$ cat config.mk
export PLATFORM = sky130hd
export DESIGN_NAME = csac_cluster
export DESIGN_NICKNAME = d
export VERILOG_FILES = /design/src/rtl/csac_pkg.sv /design/src/rtl/csac_cluster.sv
export SDC_FILE = /design/constraint.sdc
export NUM_CORES = 1
export LEC_CHECK = 0
export ABC_AREA = 1
export BUFFER_PORTS_ARGS = -buffer_cell sky130_fd_sc_hd__buf_2
export CAP_MARGIN = 20
export CORE_MARGIN = 5
export CORE_UTILIZATION = 53
export CTS_CLUSTER_SIZE = 20
export DETAILED_ROUTE_END_ITERATION = 6
export GPL_TIMING_DRIVEN = 0
export PLACE_DENSITY = 0.87
export SLEW_MARGIN = 20
export SYNTH_ARGS = -nofsm -noshare
export SYNTH_HDL_FRONTEND = slang
export SYNTH_SLANG_ARGS = --single-unit
$ cat constraint.sdc
create_clock -name CLK_SYS_I -period 8.45 [get_ports CLK_SYS_I]
set_input_delay 0.845 -clock CLK_SYS_I [delete_from_list [all_inputs] [get_ports CLK_SYS_I]]
set_output_delay 0.845 -clock CLK_SYS_I [all_outputs]
set_load 0.05 [all_outputs]
$ cat src/rtl/csac_pkg.sv
// Shared constants and carrier types for the carry-select arithmetic cluster.
package csac_pkg;

   // ==========================================================================
   // Cluster geometry
   // ==========================================================================
   localparam int NUM_CELLS_DEF = 10;
   localparam int SEG_LEN_DEF   = 5;
   localparam int START_W       = 4;

   // ==========================================================================
   // Register map and field positions
   // ==========================================================================
   localparam int          ADDR_W        = 4;
   localparam logic [3:0]  OFF_CONFIG    = 4'h0;
   localparam logic [3:0]  OFF_CLR_SEL   = 4'h4;
   localparam logic [3:0]  OFF_STATUS    = 4'h8;
   localparam int          CFG_RST_EN    = 0;
   localparam int          CFG_COUNTER   = 1;
   localparam int          CFG_PRESET    = 2;
   localparam int          CFG_CASCADE   = 3;
   localparam int          CFG_START_LSB = 4;
   localparam int          STS_CARRY     = 16;
   localparam logic [7:0]  CONFIG_RST    = 8'h00;
   localparam logic [31:0] RDATA_RST     = 32'h0000_0000;

   // ==========================================================================
   // Cluster-wide control carrier
   // ==========================================================================
   typedef struct packed {
      logic addnsub;
      logic sync_clear;
      logic sync_load;
      logic clk_ena;
      logic clr_one;
      logic clr_two;
      logic preset_load;
   } csac_ctrl_s;

endpackage

$ cat src/rtl/csac_cluster.sv
// Ten-cell arithmetic cluster with carry-select chain, cell registers and register port.
//
// Function
// - Each cell precomputes sums for carry zero, one.
// - Cluster carry picks chain; chain level picks sum.
// - Each chain carry-in selects its own carry-out.
// - Sum offered combinationally and through the register.
// - Counter enable, up/down come from cell inputs.
// - Sync clear and load act cluster-wide together.
// - Add/subtract select chooses operation while running.
// - Subtract inverts operand B, forces carry-in one unless cascade is on.
// - Add/subtract inverts B in every cell and drives the first carry unless cascade is on.
// - Both chain carries pass to next cell.
// - A chain may start at any cell.
// - Carry selection regenerated at cell five (every SEG_LEN cells).
// - Final carry-out forwarded as an ordinary output.
// - Chains extend by linking clusters vertically.
// - Preset loads logic high, no data inversion.
// - Clear wins over preset or load.
// - Two clears and one preset shared per cluster.
// - Enabled chip reset clears all cell registers, overrides everything.
// - Clock enable low holds the cell registers; clears, preset and chip reset still act.
// - Asynchronous load value is third data input.
`timescale 1ns/1ps
`default_nettype none

module csac_cluster #(
   parameter int NUM_CELLS = csac_pkg::NUM_CELLS_DEF,
   parameter int SEG_LEN   = csac_pkg::SEG_LEN_DEF
) (
   input  wire logic                   CLK_SYS_I,
   input  wire logic                   RST_I,
   input  wire logic [NUM_CELLS-1:0]   OPERAND_A_BIT_I,
   input  wire logic [NUM_CELLS-1:0]   OPERAND_B_BIT_I,
   input  wire logic [NUM_CELLS-1:0]   ASYNC_LOAD_VALUE_I,
   input  wire logic [NUM_CELLS-1:0]   COUNT_EN_I,
   input  wire logic [NUM_CELLS-1:0]   UP_DOWN_I,
   input  wire csac_pkg::csac_ctrl_s   CTRL_I,
   input  wire logic                   CARRY_CLUSTER_I,
   input  wire logic                   CHIP_WIDE_RESET_N_I,
   input  wire logic [3:0]             ADDR_I,
   input  wire logic [31:0]            WDATA_I,
   input  wire logic                   WR_STB_I,
   input  wire logic                   RD_STB_I,
   output logic      [31:0]            RDATA_O,
   output logic      [NUM_CELLS-1:0]   SUM_O,
   output logic      [NUM_CELLS-1:0]   REG_Q_O,
   output logic                        CARRY_CASCADE_O,
   output logic                        CARRY_REG_O
);

   // ==========================================================================
   // Elaboration checks
   // ==========================================================================
   // Sizes that the chain, the start index field or the register map cannot
   // serve are refused while the design is built, not when it runs.
   generate
      if (NUM_CELLS < 1 || NUM_CELLS > 16)
      begin : g_bad_cells
         $error("NUM_CELLS must lie between 1 and 16.");
      end
      if (SEG_LEN < 1 || SEG_LEN > NUM_CELLS)
      begin : g_bad_seg
         $error("SEG_LEN must lie between 1 and NUM_CELLS.");
      end
      else if ((NUM_CELLS % SEG_LEN) != 0)
      begin : g_bad_multiple
         $error("NUM_CELLS must be a multiple of SEG_LEN.");
      end
      if ((2 ** csac_pkg::START_W) < NUM_CELLS)
      begin : g_bad_start
         $error("The start index field cannot reach every cell.");
      end
   endgenerate

   // ==========================================================================
   // Configuration registers
   // ==========================================================================
   // The configuration word selects the chip reset option, counter mode,
   // preset or load behaviour, the cascade carry and the chain start cell.
   // It is meant to be written while the cluster is idle: changing the start
   // cell or the cascade source in mid-run changes every sum at once.
   // The clear select word picks, per cell, which shared clear it obeys.
   logic [7:0]            config_reg;
   logic [NUM_CELLS-1:0]  clr_sel_reg;
   logic [NUM_CELLS-1:0]  q_reg;
   logic [NUM_CELLS-1:0]  q_next;
   logic                  carry_reg;
   logic [31:0]           rdata_reg;

   wire                         wr_config  = WR_STB_I && (ADDR_I == csac_pkg::OFF_CONFIG);
   wire                         wr_clr_sel = WR_STB_I && (ADDR_I == csac_pkg::OFF_CLR_SEL);
   wire                         rst_opt_en = config_reg[csac_pkg::CFG_RST_EN];
   wire                         cnt_mode   = config_reg[csac_pkg::CFG_COUNTER];
   wire                         preset_md  = config_reg[csac_pkg::CFG_PRESET];
   wire                         cascade_en = config_reg[csac_pkg::CFG_CASCADE];
   wire [csac_pkg::START_W-1:0] start_idx  =
      config_reg[csac_pkg::CFG_START_LSB +: csac_pkg::START_W];

   // An enabled chip-wide reset is the strongest register control.
   wire chip_rst = rst_opt_en && !CHIP_WIDE_RESET_N_I;

   // The first carry of a chain is the add/subtract select, or the carry of
   // the cluster below when the chain continues from there.
   wire first_carry = cascade_en ? CARRY_CLUSTER_I : CTRL_I.addnsub;

   // ==========================================================================
   // Per-cell datapath and carry-select chain
   // ==========================================================================
   // Both chains restart with fixed carries at the start cell and at every
   // segment boundary, so only the segment selects lie on the long path.
   // Cells below the start cell compute values that nobody should use; a
   // user who starts a chain above cell zero must ignore their outputs.
   logic [NUM_CELLS-1:0] a_eff;
   logic [NUM_CELLS-1:0] b_eff;
   logic [NUM_CELLS-1:0] sum_zero;
   logic [NUM_CELLS-1:0] sum_one;
   logic [NUM_CELLS-1:0] carry_zero_chain_in;
   logic [NUM_CELLS-1:0] carry_one_chain_in;
   logic [NUM_CELLS-1:0] carry_zero_chain_out;
   logic [NUM_CELLS-1:0] carry_one_chain_out;
   logic [NUM_CELLS-1:0] chain_sel;
   logic [NUM_CELLS-1:0] chosen_in;
   logic [NUM_CELLS-1:0] chosen_out;
   logic [NUM_CELLS-1:0] sum_sel;
   logic [NUM_CELLS-1:0] async_clr;
   logic [NUM_CELLS-1:0] b_raw;

   genvar i;
   generate
      for (i = 0; i < NUM_CELLS; i++)
      begin : g_cell
         wire is_start = (int'(start_idx) == i);
         wire is_seg   = ((i % SEG_LEN) == 0);
         wire is_top   = is_start || is_seg;

         // Counting adds +1 at the chain start for up, or all ones for down.
         assign b_raw[i] = cnt_mode ? (UP_DOWN_I[i] ? is_start : 1'b1)
                                    : OPERAND_B_BIT_I[i];
         assign a_eff[i] = cnt_mode ? q_reg[i] : OPERAND_A_BIT_I[i];
         assign b_eff[i] = b_raw[i] ^ CTRL_I.addnsub;

         // Candidate sums for an incoming carry of zero and of one.
         assign sum_zero[i] = a_eff[i] ^ b_eff[i];
         assign sum_one[i]  = ~(a_eff[i] ^ b_eff[i]);

         if (i == 0)
         begin : g_first
            assign carry_zero_chain_in[i] = 1'b0;
            assign carry_one_chain_in[i]  = 1'b1;
            assign chain_sel[i]           = first_carry;
         end
         else
         begin : g_next
            // Chains restart at the chain start and at each regeneration point.
            assign carry_zero_chain_in[i] = is_top ? 1'b0 : carry_zero_chain_out[i-1];
            assign carry_one_chain_in[i]  = is_top ? 1'b1 : carry_one_chain_out[i-1];
            assign chain_sel[i] = is_start ? first_carry
                                : is_seg   ? chosen_out[i-1]
                                :            chain_sel[i-1];
         end

         // Each chain's carry-in picks between generate and propagate terms.
         assign carry_zero_chain_out[i] = carry_zero_chain_in[i] ? (a_eff[i] | b_eff[i])
                                                                 : (a_eff[i] & b_eff[i]);
         assign carry_one_chain_out[i]  = carry_one_chain_in[i]  ? (a_eff[i] | b_eff[i])
                                                                 : (a_eff[i] & b_eff[i]);
         assign chosen_in[i]  = chain_sel[i] ? carry_one_chain_in[i]  : carry_zero_chain_in[i];
         assign chosen_out[i] = chain_sel[i] ? carry_one_chain_out[i] : carry_zero_chain_out[i];
         assign sum_sel[i]    = chosen_in[i] ? sum_one[i] : sum_zero[i];

         // Each cell listens to one of the two shared clears.
         assign async_clr[i] = clr_sel_reg[i] ? CTRL_I.clr_two : CTRL_I.clr_one;

         // Register next value, strongest control first.
         // The two shared clears and the preset/load control act at the next clock edge
         // whatever the clock enable says, so that the flops keep constant
         // reset values; a pulse shorter than one clock is not seen.
         assign q_next[i] = chip_rst        ? 1'b0
                          : async_clr[i]    ? 1'b0
                          : CTRL_I.preset_load
                                            ? (preset_md ? 1'b1
                                                         : ASYNC_LOAD_VALUE_I[i])
                          : !CTRL_I.clk_ena ? q_reg[i]
                          : CTRL_I.sync_clear ? 1'b0
                          : CTRL_I.sync_load  ? ASYNC_LOAD_VALUE_I[i]
                          : (cnt_mode && !COUNT_EN_I[i]) ? q_reg[i]
                          : sum_sel[i];
      end
   endgenerate

   // ==========================================================================
   // Cell registers and final carry
   // ==========================================================================
   wire carry_final = chosen_out[NUM_CELLS-1];

   always_ff @(posedge CLK_SYS_I or posedge RST_I)
   begin
      if (RST_I)
      begin
         q_reg <= '0;
      end
      else
      begin
         q_reg <= q_next;
      end
   end

   // The final carry is kept in a flop so it can leave as a plain output.
   always_ff @(posedge CLK_SYS_I or posedge RST_I)
   begin
      if (RST_I)
      begin
         carry_reg <= 1'b0;
      end
      else
      begin
         carry_reg <= carry_final;
      end
   end

   // ==========================================================================
   // Register port
   // ==========================================================================
   // Writes to addresses outside the map fall through both decoders and
   // change nothing; the status word is read only.
   always_ff @(posedge CLK_SYS_I or posedge RST_I)
   begin
      if (RST_I)
      begin
         config_reg <= csac_pkg::CONFIG_RST;
      end
      else if (wr_config)
      begin
         config_reg <= WDATA_I[7:0];
      end
   end

   always_ff @(posedge CLK_SYS_I or posedge RST_I)
   begin
      if (RST_I)
      begin
         clr_sel_reg <= '0;
      end
      else if (wr_clr_sel)
      begin
         clr_sel_reg <= WDATA_I[NUM_CELLS-1:0];
      end
   end

   logic [31:0] status_word;
   logic [31:0] clr_sel_word;
   logic [31:0] rd_mux;

   always_comb
   begin
      status_word                      = 32'h0000_0000;
      status_word[NUM_CELLS-1:0]       = q_reg;
      status_word[csac_pkg::STS_CARRY] = carry_reg;
      clr_sel_word                     = 32'h0000_0000;
      clr_sel_word[NUM_CELLS-1:0]      = clr_sel_reg;
   end

   assign rd_mux = (ADDR_I == csac_pkg::OFF_CONFIG)  ? {24'h00_0000, config_reg}
                 : (ADDR_I == csac_pkg::OFF_CLR_SEL) ? clr_sel_word
                 : (ADDR_I == csac_pkg::OFF_STATUS)  ? status_word
                 :                                     32'h0000_0000;

   // Read data stands only in the cycle after the strobe.
   always_ff @(posedge CLK_SYS_I or posedge RST_I)
   begin
      if (RST_I)
      begin
         rdata_reg <= csac_pkg::RDATA_RST;
      end
      else
      begin
         rdata_reg <= RD_STB_I ? rd_mux : csac_pkg::RDATA_RST;
      end
   end

   // ==========================================================================
   // Outputs
   // ==========================================================================
   // The sum and the cascade carry bypass the cell registers on purpose, so a
   // plain adder needs no clock; whoever samples them must allow for the
   // full chain delay, including the carry arriving from the cluster below.
   assign RDATA_O         = rdata_reg;
   assign REG_Q_O         = q_reg;
   assign CARRY_REG_O     = carry_reg;
   assign SUM_O           = sum_sel;
   assign CARRY_CASCADE_O = carry_final;

endmodule

`default_nettype wire

==> Word-level counts from Yosys, hierarchy flattened <==
Cells that the tools add are included.
{ "word_totals": {"regBits": 61, "input_bits": 99, "word_cells": 315} }
{ "classes": {"eq_ne": 21, "mux": 184, "bitwise": 50, "n_reduce_logical": 46} }
{ "op_table": {"columns": ["op", "n"], "rows": [
  ["1-bit 2-to-1 mux", 180],
  ["32-bit 2-to-1 mux", 3],
  ["6-bit != test, second input constant", 10],
  ["4-bit nonzero test", 10],
  ["4-bit == test, second input constant", 7],
  ["2-bit AND reduction", 10],
  ["1-bit bitwise XOR", 20],
  ["17-bit 2-to-1 mux", 1],
  ["1-bit logical AND", 13],
  ["4-bit by 3-bit == test with 1-bit output, second input constant", 3],
  ["1-bit zero test", 11],
  ["1-bit AND", 10],
  ["1-bit NOT", 10],
  ["1-bit OR", 10],
  ["4-bit zero test", 2],
  ["4-bit by 2-bit == test with 1-bit output, second input constant", 1]
]} }

==> Depth between registers and ports, before layout <==
{ "depth": {"ltp_word": 28, "depth_mapped": 30, "ltp_nobuf": 30} }

==> Worst setup path before layout <==
Ideal clock, no wire load.
{ "synth_timing": {"kind": "input to output", "startpoint": "input port CTRL_I[6] (netlist name)", "endpoint": "output port CARRY_CASCADE_O", "arrival_time_ps": 3670, "path_slack_ps": 3935, "stages": 19, "path_buffers": 1, "path_cell_list": "clkbuf_1 > xor2_1 > inv_1 > ha_1 > nand3_2 > nand3_2 > nand2_1 > nand3_2 > nand2_1 > nand3_1 > nand2_1 > nand3_2 > nand2_2 > nand3_2 > nand3_2 > nand3_2 > nand3_2 > a221oi_1 > a31oi_1"} }
{ "synth_between": {"elab_chain_len": 17} }
{ "synth_lines": {"columns": ["item", "line", "text"], "rows": [
  ["start, declared", "csac_cluster.sv:38", "input wire csac_pkg::csac_ctrl_s CTRL_I,"],
  ["1-bit bitwise XOR", "csac_cluster.sv:141", "assign b_eff[i] = b_raw[i] ^ CTRL_I.addnsub;"],
  ["1-bit AND or 1-bit OR (tied branches)", null, null],
  ["1-bit 2-to-1 mux (on tied branches)", "csac_cluster.sv:156, csac_cluster.sv:157", null],
  ["1-bit 2-to-1 mux (on tied branches)", "csac_cluster.sv:164, csac_cluster.sv:166", null],
  ["1-bit 2-to-1 mux (on tied branches)", "csac_cluster.sv:156, csac_cluster.sv:157", null],
  ["1-bit 2-to-1 mux (on tied branches)", "csac_cluster.sv:164, csac_cluster.sv:166", null],
  ["1-bit 2-to-1 mux (on tied branches)", "csac_cluster.sv:156, csac_cluster.sv:157", null],
  ["1-bit 2-to-1 mux (on tied branches)", "csac_cluster.sv:164, csac_cluster.sv:166", null],
  ["1-bit 2-to-1 mux (on tied branches)", "csac_cluster.sv:156, csac_cluster.sv:157", null],
  ["1-bit 2-to-1 mux (on tied branches)", "csac_cluster.sv:164, csac_cluster.sv:166", null],
  ["1-bit 2-to-1 mux", "csac_cluster.sv:169", "assign chosen_out[i] = chain_sel[i] ? carry_one_chain_out[i] : carry_zero_chain_out[i];"],
  ["1-bit 2-to-1 mux (5 in a row)", "csac_cluster.sv:158", "assign chain_sel[i] = is_start ? first_carry"],
  ["1-bit 2-to-1 mux *", "csac_cluster.sv:169", null],
  ["end, declared", "csac_cluster.sv:48", "output logic CARRY_CASCADE_O,"]
]} }
Every way passes the cells marked *; elsewhere a longest branch is shown, timed or not.

==> Worst setup path after layout <==
{ "layout_timing": {"startpoint": "register config_reg[1]", "endpoint": "output port CARRY_CASCADE_O"} }
{ "layout_between": {"elab_chain_len": 18} }
{ "layout_lines": {"columns": ["item", "line", "text"], "rows": [
  ["start, declared", "csac_cluster.sv:84", "logic [7:0] config_reg;"],
  ["start signal, assigned", "csac_cluster.sv:231", "config_reg <= csac_pkg::CONFIG_RST;"],
  ["start signal, assigned", "csac_cluster.sv:235", "config_reg <= WDATA_I[7:0];"],
  ["1-bit 2-to-1 mux", "csac_cluster.sv:138", "assign b_raw[i] = cnt_mode ? (UP_DOWN_I[i] ? is_start : 1'b1)"],
  ["1-bit bitwise XOR", "csac_cluster.sv:141", null],
  ["1-bit AND or 1-bit OR (tied branches)", null, null],
  ["1-bit 2-to-1 mux (on tied branches)", "csac_cluster.sv:156, csac_cluster.sv:157", null],
  ["1-bit 2-to-1 mux (on tied branches)", "csac_cluster.sv:164, csac_cluster.sv:166", null],
  ["1-bit 2-to-1 mux (on tied branches)", "csac_cluster.sv:156, csac_cluster.sv:157", null],
  ["1-bit 2-to-1 mux (on tied branches)", "csac_cluster.sv:164, csac_cluster.sv:166", null],
  ["1-bit 2-to-1 mux (on tied branches)", "csac_cluster.sv:156, csac_cluster.sv:157", null],
  ["1-bit 2-to-1 mux (on tied branches)", "csac_cluster.sv:164, csac_cluster.sv:166", null],
  ["1-bit 2-to-1 mux (on tied branches)", "csac_cluster.sv:156, csac_cluster.sv:157", null],
  ["1-bit 2-to-1 mux (on tied branches)", "csac_cluster.sv:164, csac_cluster.sv:166", null],
  ["1-bit 2-to-1 mux", "csac_cluster.sv:169", null],
  ["1-bit 2-to-1 mux (5 in a row)", "csac_cluster.sv:158", null],
  ["1-bit 2-to-1 mux *", "csac_cluster.sv:169", null]
]} }
Marked as above.

==> results by group <==
Yosys
  • Synth warnings: 0
  • Synth unique cells: 37
  • Count leader, synth: nand2_1
  • Ys flop type: dfrtp_1
  • Largest family of logic cells by synthesized area: simple AND/OR/NAND/NOR gates
  • Multiplexer share of the synthesized area: 0.610%
  • Top cell type's share of synthesized area: 27.1%
  • Post-Synth XOR/XNOR Area: 4.67%
  • Avg Cell Area, Syn: 6.79 um^2
  • EDFF count, synth: 0
  • Simple-Gate Fraction of Synth Area: 28.4%
  • #FFs+latches synth: 40
  • Post-synthesis compound-gate area fraction: 17.9%
  • Post-synthesis cell area: 3690 um^2
  • Mapped Cells: 544
  • Cell taking the most area after synthesis: dfrtp_1
  • Synth Area in Adders: 6.77%
  • Ranking of synthesized cells by instance count: nand2_1, inv_1, o21ai_0, nor2_1, dfrtp_1
  • Seq/Total Area, Yosys: 27.1%
  • Top post-synthesis cells by area: dfrtp_1, nand2_1, o21ai_0, inv_1, ha_1
  • Share of synthesized registers carrying an async set or reset: 100%

Power
  • VDD IR-drop max: 130 uV
  • Logic pwr share: 66.4%
  • Clock Power Share: 12.8%
  • Reg power frac: 20.8%
  • Switch share: 56.7%
  • Pleak: 2.49 nW
  • Pwr Density: 271 nW/um^2
  • Pint: 0.536 mW
  • NetSw: 0.702 mW

CTS
  • # hold bufs at CTS: 0
  • Worst skew pair latency: 0.30 ns
  • CTS max path bufs: 2
  • Clock root buffer: clkbuf_8
  • Clk slew on worst S/H paths: 0.08 ns
  • Clock buffer count from CTS: 5
  • H-tree levels: 2
  • Post-CTS Setup Bufs: 0
  • CTS tree: built
  • Clock tree sinks: 40
  • PostCTS Resize Cnt: 0

Run status
  • Violated checks: design-rule violations
  • Status: complete, but fails checks

STA
  • Clk_skew: 0.00811 ns
  • Fmax: 198 MHz
  • Final Hold Viols: 0
  • Count of final setup violators: 0
  • Slew @ Worst Pin: 1.13 ns
  • Min Tclk post-route: 5.05 ns
  • Slew headroom: 24.4%
  • Setup tns final: 0 ns
  • Slew Viols, Final: 0
  • RSZ-0062 raised after global routing: no
  • Final worst path period share: 59.8%

GRT
  • Overall Global Routing Usage: 26.0%
  • Global-route wire length before repair: 18.2 mm
  • GRT Residual Overflow: 0
  • Met1 Use GR: 33.7%
  • Initial antenna violation count: 0
  • Grt met3 use: 4.67%
  • Largest net degree at the start of global routing: 32
  • Gr busiest metal: met2
  • Number of global-route vias before repair: 4057
  • GR Util met2: 43.2%

Critical path
  • Critical path required time: 7.61 ns
  • Setup crit start kind: register
  • Worst endpoint data arrival time: 4.21 ns
  • CP Class: register to output pin
  • CP endpoint kind: output pin
  • Worst-path maximum fanout: 10

Floorplan
  • Num rows: 30
  • # IOs: 153
  • Core area: 6790 um^2
  • Die Span Y: 93.5 um
  • Starting density of the core: 54.4%
  • DIE AREA: 8740 um^2
  • Die X: 93.5 um

Layout
  • Final #Nets: 799
  • Number of flip-flops in the largest register: 11
  • Proportion of layout cells with a drive suffix above 1: 25.6%
  • Antenna cell count: 0
  • Fillers: 588
  • Layout area overhead: 23.5%
  • Non-filler instance count after layout: 777

Detailed routing
  • Drt first-iter violations: 275
  • Routed len/inst: 14.4 um
  • DRT Pass-1 Iters: 7
  • Total wire length: 11.2 mm
  • Routed vias: 4155
  • Residual DRC: 10
  • Routed vias/inst: 5.35
  • ANT nets after route: 0

Placed design
  • Placed cell count: 769
  • Count of input and output buffers: 108
  • Detailed placement HPWL: 9.32 mm
  • GPL Wtd Cong: 0.938

Flow run
  • MaxCap Viol Count: 0

Min path
  • Hold Path Class: input port to asynchronous set/reset pin
logic make-up after synthesis:
logic type,after synthesis
simple gates,228
buf+inv,121
compound gates,114
flops,40
fa+ha+maj,20
xor+xnor,18
mux,2
other cells,1
worst paths after layout:
path                               start         endpoint  slack (ns)  cells after the start
max in group asynchronous          RST_I       RDATA_O[8]        7.56                      3
max reg2reg                config_reg[1]       REG_Q_O[9]        4.55                     27
min in group CLK_SYS_I       CARRY_REG_O      RDATA_O[16]        0.52                      2
min reg2reg                  CARRY_REG_O      RDATA_O[16]        0.52                      2
min                                RST_I   clr_sel_reg[2]        0.45                      2
max                        config_reg[1]  CARRY_CASCADE_O        3.40                     22
worst max-delay path, stage by stage, from the launching register on:
cell and delay [ns]:
dfrtp_1 0.33, clkbuf_1 0.32, clkbuf_1 0.42, clkbuf_1 0.47
nand2_1 0.14, o21ai_0 0.13, inv_1 0.07, ha_1 0.19
nand3_1 0.10, nand3_1 0.10, nand2_1 0.11, nand3_1 0.10
nand2_1 0.11, nand3_1 0.10, nand2_1 0.09, nand3_2 0.09
nand3_2 0.10, nand3_2 0.10, nand3_2 0.11, nand3_2 0.10
a221oi_1 0.28, a31oi_1 0.12, buf_2 0.24
metrics by stage:
step	total power [mW]	hold slack [ns]	util (%)	worst slack, ns	instance area [um^2]
after detailed placement	1.08	0.508	65.5	3.78	4450
after global placement	1.06	0.500	65.2	3.83	4430
after global routing	1.32	0.466	67.1	3.06	4560
after floorplan	0.887	0.475	-	3.93	3770
final	1.24	0.454	67.1	3.40	4560
after CTS	1.23	0.465	67.1	3.46	4560
power by group through the flow:
stage               Sequential [mW]  Clock (mW)  Combinational [mW]
finish                        0.258       0.158               0.822
global route                  0.262       0.166               0.890
CTS                           0.257       0.157               0.818
detailed placement            0.260           0               0.815
global placement              0.259           0               0.798
floorplan                     0.296           0               0.590
final cells by class:
cell class / count / area, um^2 / share of cell area (%)
repair buffers: 109 / 561 / 12.3
clock buffers: 5 / 68.8 / 1.51
clock inverters: 3 / 42.5 / 0.933
inverters: 88 / 330 / 7.24
well taps: 96 / 120 / 2.63
multi-input cells: 403 / 2230 / 49.0
flip-flops and latches: 40 / 1000 / 21.9
plain buffers: 33 / 205 / 4.50
layout by cell type, fill, tap and decap left out, types with 2 or more instances in the layout:
cell / count
clkbuf_1: 10
inv_1: 80
o21ai_0: 71
dfrtp_1: 40
nor2_1: 48
mux2_2: 2
nand3_1: 30
xnor2_1: 5
nand3_2: 10
clkinv_1: 2
a31oi_1: 3
o2111ai_1: 2
nor3_2: 3
conb_1: 21
a221oi_1: 9
nand2_2: 6
clkbuf_8: 5
nor2_4: 2
buf_4: 21
ha_1: 20
xor2_1: 11
o21ai_1: 5
nor3_1: 5
nand4_1: 8
a21oi_1: 8
o31ai_1: 11
o211ai_1: 3
nand2_1: 111
buf_2: 110
inv_2: 6
xor2_2: 2
per-layer routing:
layer / share of wire (%) / vias up
li1: - / 2011
met1: 42 / 1895
met2: 46 / 216
met3: 9.5 / 33
met4: 2.7 / 0
met5: 0 / -
No activity file was read; power rests on OpenSTA's default activity.
